===== src/rtl/sss_pkg.sv =====
package sss_pkg;

  // ----------------------------------------
  // Clocking and timebase
  // ----------------------------------------
  localparam int SYS_CLK_HZ = 25_000_000;
  localparam int OSC_HZ = 10_000_000;
  localparam logic [5:0] OSC_MOD = 6'(SYS_CLK_HZ / 1_000_000);
  localparam logic [5:0] OSC_STEP = 6'(OSC_HZ / 1_000_000);
  localparam int FAST_TAP_PERIOD_NS = 200;
  localparam int NIB_W = 4;
  localparam int CHAIN_STAGES = 5;
  localparam int CHAIN_W = NIB_W * CHAIN_STAGES;
  localparam int SEQ_TAP = 9;
  localparam int SLOW_TAP_DEFAULT = 20;
  localparam int SEQ_TICK_NS = FAST_TAP_PERIOD_NS * (2 ** (SEQ_TAP - 1));
  localparam int SEQ_TICK_CYCLES = (SEQ_TICK_NS * (SYS_CLK_HZ / 1_000_000)) / 1000;

  // ----------------------------------------
  // Sequencer widths and limits
  // ----------------------------------------
  localparam int DLY_W = 8;
  localparam int ROT_W = 4;
  localparam logic [3:0] ROT_MIN = 4'h2;
  localparam logic [3:0] ROT_MAX = 4'hF;

  // ----------------------------------------
  // Register map
  // ----------------------------------------
  localparam int ADDR_W = 4;
  localparam logic [3:0] CTRL_OFS = 4'h0;
  localparam logic [3:0] STATUS_OFS = 4'h4;
  localparam logic [31:0] CTRL_RST = 32'h01020401;
  localparam int MSK_START_LSB = 0;
  localparam int MSK_PURGE_LSB = 8;
  localparam int MSK_LOAD_LSB = 16;
  localparam int MSK_STOP_LSB = 24;
  localparam int ST_RUN = 0;
  localparam int ST_EOR = 1;
  localparam int ST_PURGE = 2;
  localparam int ST_LOAD = 3;
  localparam int ST_SEQC = 4;
  localparam int ST_BRAKE = 5;
  localparam int ST_EMU = 6;
  localparam int ST_STP = 7;
  localparam int ST_ROT = 8;
  localparam int ST_SWITCH = 9;
  localparam int ST_PCLR = 10;
  localparam int ST_DLY_LSB = 16;
  localparam logic [1:0] RESP_OKAY = 2'b00;
  localparam logic [1:0] RESP_SLVERR = 2'b10;

endpackage


===== src/rtl/sss_top.sv =====
`timescale 1ns/10ps
module sss_top #(
  parameter int SLOW_TAP = sss_pkg::SLOW_TAP_DEFAULT
) (
  input wire logic SYS_CLK,
  input wire logic SRST,
  input wire logic [3:0] S_AXI_AWADDR,
  input wire logic S_AXI_AWVALID,
  output logic S_AXI_AWREADY,
  input wire logic [31:0] S_AXI_WDATA,
  input wire logic [3:0] S_AXI_WSTRB,
  input wire logic S_AXI_WVALID,
  output logic S_AXI_WREADY,
  output logic [1:0] S_AXI_BRESP,
  output logic S_AXI_BVALID,
  input wire logic S_AXI_BREADY,
  input wire logic [3:0] S_AXI_ARADDR,
  input wire logic S_AXI_ARVALID,
  output logic S_AXI_ARREADY,
  output logic [31:0] S_AXI_RDATA,
  output logic [1:0] S_AXI_RRESP,
  output logic S_AXI_RVALID,
  input wire logic S_AXI_RREADY,
  input wire logic POWER_CLEAR_IN,
  input wire logic PANEL_RUN_CONTACT,
  input wire logic PANEL_STOP_CONTACT,
  input wire logic HOST_START_STOP_LINE,
  input wire logic CART_INSERTED,
  input wire logic HEADS_RETRACTED,
  input wire logic BRUSHES_PARKED,
  input wire logic DISK_INDEX,
  input wire logic DISK_SPEED_OK,
  input wire logic HEADS_LOADED,
  input wire logic EMERGENCY_IN,
  output logic RUN_STATE,
  output logic PURGE_CYCLE,
  output logic LOAD_HEADS,
  output logic SEQ_COMPLETE,
  output logic BRAKE_CYCLE,
  output logic EMERGENCY_UNLOAD,
  output logic SEQ_TIMING_PULSE,
  output logic RUN_SWITCH_PULSE,
  output logic START_DRIVE_MOTOR_PULSE,
  output logic COUNTDOWN_TAP_NINE,
  output logic COUNTDOWN_TAP_TWENTY
);

  // ----------------------------------------
  // Declarations
  // ----------------------------------------
  logic [5:0] acc_q;
  logic osc_tick;
  logic [3:0] nib_q [sss_pkg::CHAIN_STAGES];
  logic [sss_pkg::CHAIN_STAGES:0] nib_en;
  logic [sss_pkg::CHAIN_W-1:0] cnt;
  logic tap9_prev_q, slow_prev_q, seq_tick, slow_rise;
  logic pc_raw_q, pc_q, sw_q, merged, run_switch_pulse;
  logic [1:0] sr_q;
  logic run_q, run_d, eor_q, purge_q, load_q, seqc_q, brake_q, emu_q, stp_q, sdm_q;
  logic [sss_pkg::ROT_W-1:0] rot_q;
  logic idx_prev_q, disk_rot;
  logic [sss_pkg::DLY_W-1:0] dly_q, dly_mask;
  logic not_run_seq_term, seq_head_term, dly_rst, dec_hit, gated_tick;
  logic emerg_any, clear_or_unload, permit, stop_phase;
  logic [31:0] ctrl_q;
  logic aw_got_q, w_got_q;
  logic [3:0] awaddr_q;
  logic [31:0] wdata_q;
  logic [3:0] wstrb_q;

  // ----------------------------------------
  // Reference and countdown chain
  // ----------------------------------------
  // Fractional divider gives a 10 MHz average tick
  assign osc_tick = (acc_q + sss_pkg::OSC_STEP) >= sss_pkg::OSC_MOD;

  always_ff @(posedge SYS_CLK)
  begin
    if (SRST)
      acc_q <= 6'h00;
    else if (osc_tick)
      acc_q <= acc_q + sss_pkg::OSC_STEP - sss_pkg::OSC_MOD;
    else
      acc_q <= acc_q + sss_pkg::OSC_STEP;
  end

  assign nib_en[0] = osc_tick;

  for (genvar i = 0; i < sss_pkg::CHAIN_STAGES; i++)
  begin : g_chain
    // Later stages step on the borrow of the stage below
    assign nib_en[i+1] = nib_en[i] && (nib_q[i] == 4'h0);
    assign cnt[i*sss_pkg::NIB_W +: sss_pkg::NIB_W] = nib_q[i];
    always_ff @(posedge SYS_CLK)
    begin
      if (SRST)
        nib_q[i] <= 4'h0;
      else if (nib_en[i])
        nib_q[i] <= nib_q[i] - 4'h1;
    end
  end

  // Tap n is counter bit n-1
  assign COUNTDOWN_TAP_NINE = cnt[sss_pkg::SEQ_TAP-1];
  assign COUNTDOWN_TAP_TWENTY = cnt[SLOW_TAP-1];
  // Common sequencer tick is the rising edge of tap nine
  assign seq_tick = cnt[sss_pkg::SEQ_TAP-1] && !tap9_prev_q;
  assign slow_rise = cnt[SLOW_TAP-1] && !slow_prev_q;

  always_ff @(posedge SYS_CLK)
  begin
    if (SRST)
    begin
      tap9_prev_q <= 1'b0;
      slow_prev_q <= 1'b0;
    end
    else
    begin
      tap9_prev_q <= cnt[sss_pkg::SEQ_TAP-1];
      slow_prev_q <= cnt[SLOW_TAP-1];
    end
  end

  // ----------------------------------------
  // Power clear and run/stop input
  // ----------------------------------------
  // Accept a new level only after two equal samples
  always_ff @(posedge SYS_CLK)
  begin
    if (SRST)
    begin
      pc_raw_q <= 1'b1;
      pc_q <= 1'b1;
    end
    else
    begin
      pc_raw_q <= POWER_CLEAR_IN;
      if (pc_raw_q == POWER_CLEAR_IN)
        pc_q <= POWER_CLEAR_IN;
    end
  end

  // Set/reset latch; both contacts or none holds state
  always_ff @(posedge SYS_CLK)
  begin
    if (SRST)
      sw_q <= 1'b0;
    else if (PANEL_RUN_CONTACT && !PANEL_STOP_CONTACT)
      sw_q <= 1'b1;
    else if (PANEL_STOP_CONTACT && !PANEL_RUN_CONTACT)
      sw_q <= 1'b0;
  end

  // Sources are ORed; either one toggles the request only while the other is low
  assign merged = sw_q | HOST_START_STOP_LINE;

  // Shift-register edge detector on the sequencer tick
  always_ff @(posedge SYS_CLK)
  begin
    if (SRST || pc_q)
      sr_q <= 2'b00;
    else if (seq_tick)
      sr_q <= {sr_q[0], merged};
  end

  assign run_switch_pulse = sr_q[0] ^ sr_q[1];

  // ----------------------------------------
  // Sequencer state
  // ----------------------------------------
  assign disk_rot = rot_q >= sss_pkg::ROT_MIN;
  // Timing pulse samples status during the start steps
  assign emerg_any = EMERGENCY_IN || (stp_q && purge_q && !DISK_SPEED_OK) || (stp_q && load_q && !HEADS_LOADED);
  assign clear_or_unload = pc_q || emerg_any;
  // Interlocks demand a full stop sequence before a new start
  assign permit = CART_INSERTED && HEADS_RETRACTED && BRUSHES_PARKED && !disk_rot && !brake_q && !seqc_q && !eor_q;

  // Next run state from state and commands
  always_comb
  begin
    run_d = run_q;
    // Faults force clear, else pulse toggles
    if (!CART_INSERTED || clear_or_unload)
      run_d = 1'b0;
    else if (run_switch_pulse)
      run_d = run_q ? 1'b0 : permit;
  end

  // Run flop loads run_d on every sequencer tick
  always_ff @(posedge SYS_CLK)
  begin
    if (SRST || pc_q)
      run_q <= 1'b0;
    else if (seq_tick)
      run_q <= run_d;
  end

  // Motor pulse only on a real set of run
  always_ff @(posedge SYS_CLK)
  begin
    if (SRST || pc_q)
      sdm_q <= 1'b0;
    else if (seq_tick)
      sdm_q <= run_switch_pulse && !run_q && run_d;
  end

  assign START_DRIVE_MOTOR_PULSE = sdm_q;

  // End-of-run catches the falling run edge
  always_ff @(posedge SYS_CLK)
  begin
    if (SRST || pc_q)
      eor_q <= 1'b0;
    else if (seq_tick)
      eor_q <= eor_q ? !seqc_q : (run_q && !run_d);
  end

  // Only the gated tap nine edge reaches purge and load
  assign gated_tick = seq_tick && stp_q;

  always_ff @(posedge SYS_CLK)
  begin
    if (SRST)
    begin
      purge_q <= 1'b0;
      load_q <= 1'b0;
    end
    else if (gated_tick)
    begin
      purge_q <= run_q && !purge_q && !load_q && !seqc_q;
      load_q <= run_q && (purge_q || load_q) && !seqc_q;
    end
  end

  // Seqc set on start end or eor preset; brake takes over
  always_ff @(posedge SYS_CLK)
  begin
    if (SRST)
    begin
      seqc_q <= 1'b0;
      brake_q <= 1'b0;
    end
    else if (seq_tick)
    begin
      if (eor_q)
        seqc_q <= 1'b1;
      else if (stp_q && run_q && load_q)
        seqc_q <= 1'b1;
      else if (stp_q && !run_q && seqc_q)
        seqc_q <= 1'b0;
      if (stp_q && !run_q && seqc_q && !eor_q)
        brake_q <= 1'b1;
      else if (stp_q && !run_q && brake_q)
        brake_q <= 1'b0;
    end
  end

  // Unload preset by power clear, released at start end
  always_ff @(posedge SYS_CLK)
  begin
    if (SRST || pc_q)
      emu_q <= 1'b1;
    else if (seq_tick)
    begin
      if (emerg_any)
        emu_q <= 1'b1;
      else if (run_q && seqc_q)
        emu_q <= 1'b0;
    end
  end

  // Rotation counter; index pulses build, slow tap clears
  always_ff @(posedge SYS_CLK)
  begin
    if (SRST || pc_q)
    begin
      rot_q <= 4'h0;
      idx_prev_q <= 1'b0;
    end
    else
    begin
      idx_prev_q <= DISK_INDEX;
      if (slow_rise)
        rot_q <= 4'h0;
      else if (DISK_INDEX && !idx_prev_q && rot_q != sss_pkg::ROT_MAX)
        rot_q <= rot_q + 4'h1;
    end
  end

  // ----------------------------------------
  // Delay counter and decode
  // ----------------------------------------
  assign not_run_seq_term = !run_q && !seqc_q && !brake_q;
  assign seq_head_term = run_q && seqc_q;
  assign dly_rst = stp_q || not_run_seq_term || seq_head_term;

  // Two nibbles stepped by the slow tap
  always_ff @(posedge SYS_CLK)
  begin
    if (SRST || dly_rst)
      dly_q <= 8'h00;
    else if (slow_rise)
      dly_q <= dly_q + 8'h01;
  end

  assign stop_phase = !run_q && (seqc_q || brake_q);

  // Mask picked by state; hit when all chosen bits set
  always_comb
  begin
    dly_mask = 8'h00;
    if (stop_phase)
      dly_mask = ctrl_q[sss_pkg::MSK_STOP_LSB +: sss_pkg::DLY_W];
    else if (run_q && load_q)
      dly_mask = ctrl_q[sss_pkg::MSK_LOAD_LSB +: sss_pkg::DLY_W];
    else if (run_q && purge_q)
      dly_mask = ctrl_q[sss_pkg::MSK_PURGE_LSB +: sss_pkg::DLY_W];
    else if (run_q && !seqc_q)
      dly_mask = ctrl_q[sss_pkg::MSK_START_LSB +: sss_pkg::DLY_W];
  end

  // Zero mask disables the decode rather than firing at once
  assign dec_hit = (dly_mask != 8'h00) && ((dly_q & dly_mask) == dly_mask) && !eor_q;

  // J-K style pulse flop, one tick wide
  always_ff @(posedge SYS_CLK)
  begin
    if (SRST || pc_q)
      stp_q <= 1'b0;
    else if (seq_tick)
      stp_q <= dec_hit && !stp_q;
  end

  assign RUN_STATE = run_q;
  assign PURGE_CYCLE = purge_q;
  assign LOAD_HEADS = load_q;
  assign SEQ_COMPLETE = seqc_q;
  assign BRAKE_CYCLE = brake_q;
  assign EMERGENCY_UNLOAD = emu_q;
  assign SEQ_TIMING_PULSE = stp_q;
  assign RUN_SWITCH_PULSE = run_switch_pulse;

  // ----------------------------------------
  // AXI4-Lite slave
  // ----------------------------------------
  assign S_AXI_AWREADY = !aw_got_q && !S_AXI_BVALID;
  assign S_AXI_WREADY = !w_got_q && !S_AXI_BVALID;
  assign S_AXI_ARREADY = !S_AXI_RVALID;

  always_ff @(posedge SYS_CLK)
  begin
    if (SRST)
    begin
      aw_got_q <= 1'b0;
      w_got_q <= 1'b0;
      awaddr_q <= 4'h0;
      wdata_q <= 32'h00000000;
      wstrb_q <= 4'h0;
      S_AXI_BVALID <= 1'b0;
      S_AXI_BRESP <= sss_pkg::RESP_OKAY;
      ctrl_q <= sss_pkg::CTRL_RST;
    end
    else
    begin
      if (S_AXI_AWVALID && S_AXI_AWREADY)
      begin
        aw_got_q <= 1'b1;
        awaddr_q <= S_AXI_AWADDR;
      end
      if (S_AXI_WVALID && S_AXI_WREADY)
      begin
        w_got_q <= 1'b1;
        wdata_q <= S_AXI_WDATA;
        wstrb_q <= S_AXI_WSTRB;
      end
      if (aw_got_q && w_got_q)
      begin
        aw_got_q <= 1'b0;
        w_got_q <= 1'b0;
        S_AXI_BVALID <= 1'b1;
        S_AXI_BRESP <= sss_pkg::RESP_OKAY;
        if (awaddr_q == sss_pkg::CTRL_OFS)
        begin
          for (int b = 0; b < 4; b++)
            if (wstrb_q[b])
              ctrl_q[b*8 +: 8] <= wdata_q[b*8 +: 8];
        end
        else if (awaddr_q != sss_pkg::STATUS_OFS)
          S_AXI_BRESP <= sss_pkg::RESP_SLVERR;
      end
      if (S_AXI_BVALID && S_AXI_BREADY)
        S_AXI_BVALID <= 1'b0;
    end
  end

  always_ff @(posedge SYS_CLK)
  begin
    if (SRST)
    begin
      S_AXI_RVALID <= 1'b0;
      S_AXI_RDATA <= 32'h00000000;
      S_AXI_RRESP <= sss_pkg::RESP_OKAY;
    end
    else if (S_AXI_ARVALID && S_AXI_ARREADY)
    begin
      S_AXI_RVALID <= 1'b1;
      S_AXI_RRESP <= sss_pkg::RESP_OKAY;
      S_AXI_RDATA <= 32'h00000000;
      if (S_AXI_ARADDR == sss_pkg::CTRL_OFS)
        S_AXI_RDATA <= ctrl_q;
      else if (S_AXI_ARADDR == sss_pkg::STATUS_OFS)
      begin
        S_AXI_RDATA[sss_pkg::ST_RUN] <= run_q;
        S_AXI_RDATA[sss_pkg::ST_EOR] <= eor_q;
        S_AXI_RDATA[sss_pkg::ST_PURGE] <= purge_q;
        S_AXI_RDATA[sss_pkg::ST_LOAD] <= load_q;
        S_AXI_RDATA[sss_pkg::ST_SEQC] <= seqc_q;
        S_AXI_RDATA[sss_pkg::ST_BRAKE] <= brake_q;
        S_AXI_RDATA[sss_pkg::ST_EMU] <= emu_q;
        S_AXI_RDATA[sss_pkg::ST_STP] <= stp_q;
        S_AXI_RDATA[sss_pkg::ST_ROT] <= disk_rot;
        S_AXI_RDATA[sss_pkg::ST_SWITCH] <= merged;
        S_AXI_RDATA[sss_pkg::ST_PCLR] <= pc_q;
        S_AXI_RDATA[sss_pkg::ST_DLY_LSB +: sss_pkg::DLY_W] <= dly_q;
      end
      else
        S_AXI_RRESP <= sss_pkg::RESP_SLVERR;
    end
    else if (S_AXI_RVALID && S_AXI_RREADY)
      S_AXI_RVALID <= 1'b0;
  end

  // ----------------------------------------
  // Assertions
  // ----------------------------------------
  // Cycles end-of-run has stood; one tick interval reaches the preset
  localparam logic [10:0] EOR_SPAN = 11'(sss_pkg::SEQ_TICK_CYCLES - 1);
  logic [10:0] eor_wait_q;

  always_ff @(posedge SYS_CLK)
  begin
    if (SRST || !eor_q)
      eor_wait_q <= 11'h000;
    else if (eor_wait_q != 11'h7FF)
      eor_wait_q <= eor_wait_q + 11'h001;
  end
endmodule


===== config.mk =====
export PLATFORM = sky130hd
export DESIGN_NAME = sss_top
export DESIGN_NICKNAME = d
export VERILOG_FILES = /design/src/rtl/sss_pkg.sv /design/src/rtl/sss_top.sv
export SDC_FILE = /design/constraint.sdc
export NUM_CORES = 1
export LEC_CHECK = 0
export BUFFER_PORTS_ARGS = -buffer_cell sky130_fd_sc_hd__buf_4
export CAP_MARGIN = 20
export CORE_MARGIN = 8
export CORE_UTILIZATION = 45
export DETAILED_ROUTE_END_ITERATION = 6
export GPL_TIMING_DRIVEN = 0
export PLACE_DENSITY = 0.68
export SLEW_MARGIN = 20
export SYNTH_ARGS = -nofsm -noshare
export SYNTH_HDL_FRONTEND = slang
export SYNTH_SLANG_ARGS = --single-unit
export TNS_END_PERCENT = 20

===== constraint.sdc =====
create_clock -name SYS_CLK -period 5.1 [get_ports SYS_CLK]
set_input_delay 0.765 -clock SYS_CLK [delete_from_list [all_inputs] [get_ports SYS_CLK]]
set_output_delay 0.765 -clock SYS_CLK [all_outputs]
set_load 0.1 [all_outputs]

==> out/qor.csv <==
metric,value,unit
Final Max Tran Viols,0,
buffer levels on the longest clock path,2,
count of final hold-check violations,0,
drt drc,0,
port buffer count,111,
"FF+latch count, synth",165,
ratio of cells with drive above 1 in the final layout,15.72,%
Core Area,15660,um2
"Seq/Total Area, Yosys",49.38,%
grt total ovfl,0,
largest vdd supply drop,0.2343,mV
worst hold path startpoint,START_DRIVE_MOTOR_PULSE,
CTS tree,built,
largest net degree at the start of global routing,17,
min Tclk post-route,2532,ps
Required @ worst endpoint,5270,ps
# clock sinks,165,
H-tree levels,4,
first drt pass iteration count,5,
initial antenna violation count,0,
Post-Syn Area,7094,um2
Slew headroom,36.37,%
Cells after Synth,830,
area grow syn2layout,23.88,%
Critical Path Sink Type,register,
final period utilization,49.65,%
clock root cell,clkbuf_16,
predominant post-synthesis flop cell,dfxtp_1,
Worst-Skew Late Latency,430,ps
TritonCTS buffer count,17,
dpl ws,2314,ps
1st-iter DRT viols,413,
Max-Cap Viols,0,
Final Util,56.14,%
DRT antenna net count,0,
crit start category,register,
count of different cell masters after synthesis,55,
share of the synthesized area in the top cell type,40.92,%
crit-path max FO,10,
routed len/inst,15.88,um
"Clk pin slew, worst setup/hold paths",60,ps
row cnt,46,
die span in x,141.6,um
warnings from Yosys,0,
upper clock frequency limit,0.3949,GHz
Least-Margin Pin Slew,947.2,ps
final RePlAce weighted congestion,0.8923,
status,"complete, no violations",
Initial Utilization,45.32,%
worst hold margin,455.7,ps
Crit-path slowest cell,a21boi_0,
RR Startpoint,acc_q[1],
Overall Global Routing Usage,19.28,%
Post-CTS Setup Repair Bufs,0,
# hold bufs at CTS,0,
CP cell instances,ha_1 -> o21ai_0 -> xor2_1 -> a21boi_0 -> buf_2 -> nor2_1 -> or2_2,
fin nets,1040,
final setup skew,6.601,ps
RSZ-0062 raised after global routing,no,
total wire length,18.88,mm
syn avg cell area,8.547,um2
vias in the first global route,6001,
Die Ht,141.6,um
setup ws final,2568,ps
Diodes inserted,0,
Pleak,3.402,nW
"area leader, netlist",dfxtp_1,
Arrival @ worst endpoint,2710,ps
P per Cell Area,375.8,nW/um2
post-CTS sizing,0,
crit path launch,acc_q[1],
post-detail-place hpwl,14.50,mm
first-pass GRT wire length,30.77,mm
via count,6179,
vias per inst,5.197,
CP peak stage delay,410,ps
largest cells by area after synthesis,"dfxtp_1, edfxtp_1, a21oi_1, nand2_1, nor2_1",
ys async rst share,0,%
Post-synth EDFFs,20,
Final setup viols,0,
WS Path Type,reg2reg,
die footprint,20040,um2
Setup TNS Final,0,ps
HP Class,reg2reg,
IO Count,114,
# fillers,1509,
Yosys cell counts (2+ instances only):
cell type and number:
and2_1 3, inv_1 28, a221oi_1 2, o2111ai_1 6
mux2_2 4, dfxtp_1 145, a32oi_1 2, a21oi_1 99
a221o_1 7, nand3_1 42, or2_2 5, nand4b_1 2
nor4_1 3, clkbuf_1 42, ha_1 17, nand2b_1 5
or3_1 5, a211oi_1 4, or4_1 5, mux2i_1 24
o211ai_1 2, nor3_1 30, xnor2_1 24, nor3b_1 3
nand4_1 5, buf_1 5, nor2_1 100, a22oi_1 20
o21ai_0 6, edfxtp_1 20, nor2b_1 5, a21o_1 3
nand3b_1 4, a31oi_1 2, buf_4 3, nand2_1 129
state kept, by name, summed over array words and instances (netlist names), 2 cells and up:
| register | count |
|---|---|
| nib_q | 20 |
| wstrb_q | 4 |
| wdata_q | 32 |
| dly_q | 8 |
| acc_q | 6 |
| rot_q | 4 |
| ctrl_q | 32 |
| awaddr_q | 4 |
| S_AXI_RDATA | 32 |
| sr_q | 2 |
metal layers:
layer,track usage (%),share of wire [%],up-vias
li1,-,-,3135
met1,26.11,48,2814
met2,28.58,43,206
met3,5.108,7.0,24
met4,7.744,2.0,0
met5,0,0,-
logic make-up after synthesis:
group                    Yosys count  synth area share, %
AND/OR/NAND/NOR                  350                21.92
flip-flops                       165                49.38
AO/OA/AOI/OAI                    164                14.13
buffers and inverters             80                4.409
multiplexers                      28                4.021
XOR/XNOR                          25                3.086
adder cells (fa/ha/maj)           17                2.998
other                              1              0.05286
report_power, final:
group | leakage, nW | internal (mW) | switching [mW]
registers | 1.39 | 1.41 | 0.0532
logic | 1.73 | 0.228 | 0.341
clock network | 0.290 | 0.774 | 0.501
through the flow:
step                power (mW)  instance area, um2  cells
global route             3.451                8788   1189
CTS                      3.325                8788   1189
detailed placement       2.058                8202   1158
floorplan                1.908                7098    831
global placement         2.044                8202   1158
finish                   3.302                8788   1189
path summary, 6_finish.rpt:
check / end / slack (ps) / depth (start not counted)
setup / recovery: nib_q[2][3] / 2570 / 7
setup reg to reg: nib_q[2][3] / 2570 / 7
hold reg to reg: START_DRIVE_MOTOR_PULSE / 460 / 2
hold / removal: START_DRIVE_MOTOR_PULSE / 460 / 2
cells in the final DEF, fill, tap and decap left out, types with 28 or more instances in the layout:
cell type	count
nand3_1	42
nor2_1	100
clkbuf_1	46
nor3_1	30
buf_4	114
nand2_1	129
dfxtp_1	145
a21oi_1	99
inv_1	28
worst max-delay path: cells and delay by family, from the launching register on:
family | cells | cell delay [ps]
xor+xnor | 1 | 260
fa+ha+maj | 1 | 290
simple gates | 2 | 440
flops | 1 | 360
buf+inv | 1 | 300
compound gates | 2 | 620
cell type report:
| cell class | count | area [um2] | share of cell area (%) |
|---|---|---|---|
| multi-input combinational | 586 | 3282 | 37.34 |
| sequential | 165 | 3503 | 39.86 |
| inverter | 29 | 108.9 | 1.239 |
| timing repair buffer | 111 | 833.3 | 9.482 |
| tap | 216 | 270.3 | 3.075 |
| clock inverter | 7 | 93.84 | 1.068 |
| clock buffer | 24 | 493.0 | 5.609 |
| buffer | 51 | 203.9 | 2.321 |
(Power assumes the default switching activity.)
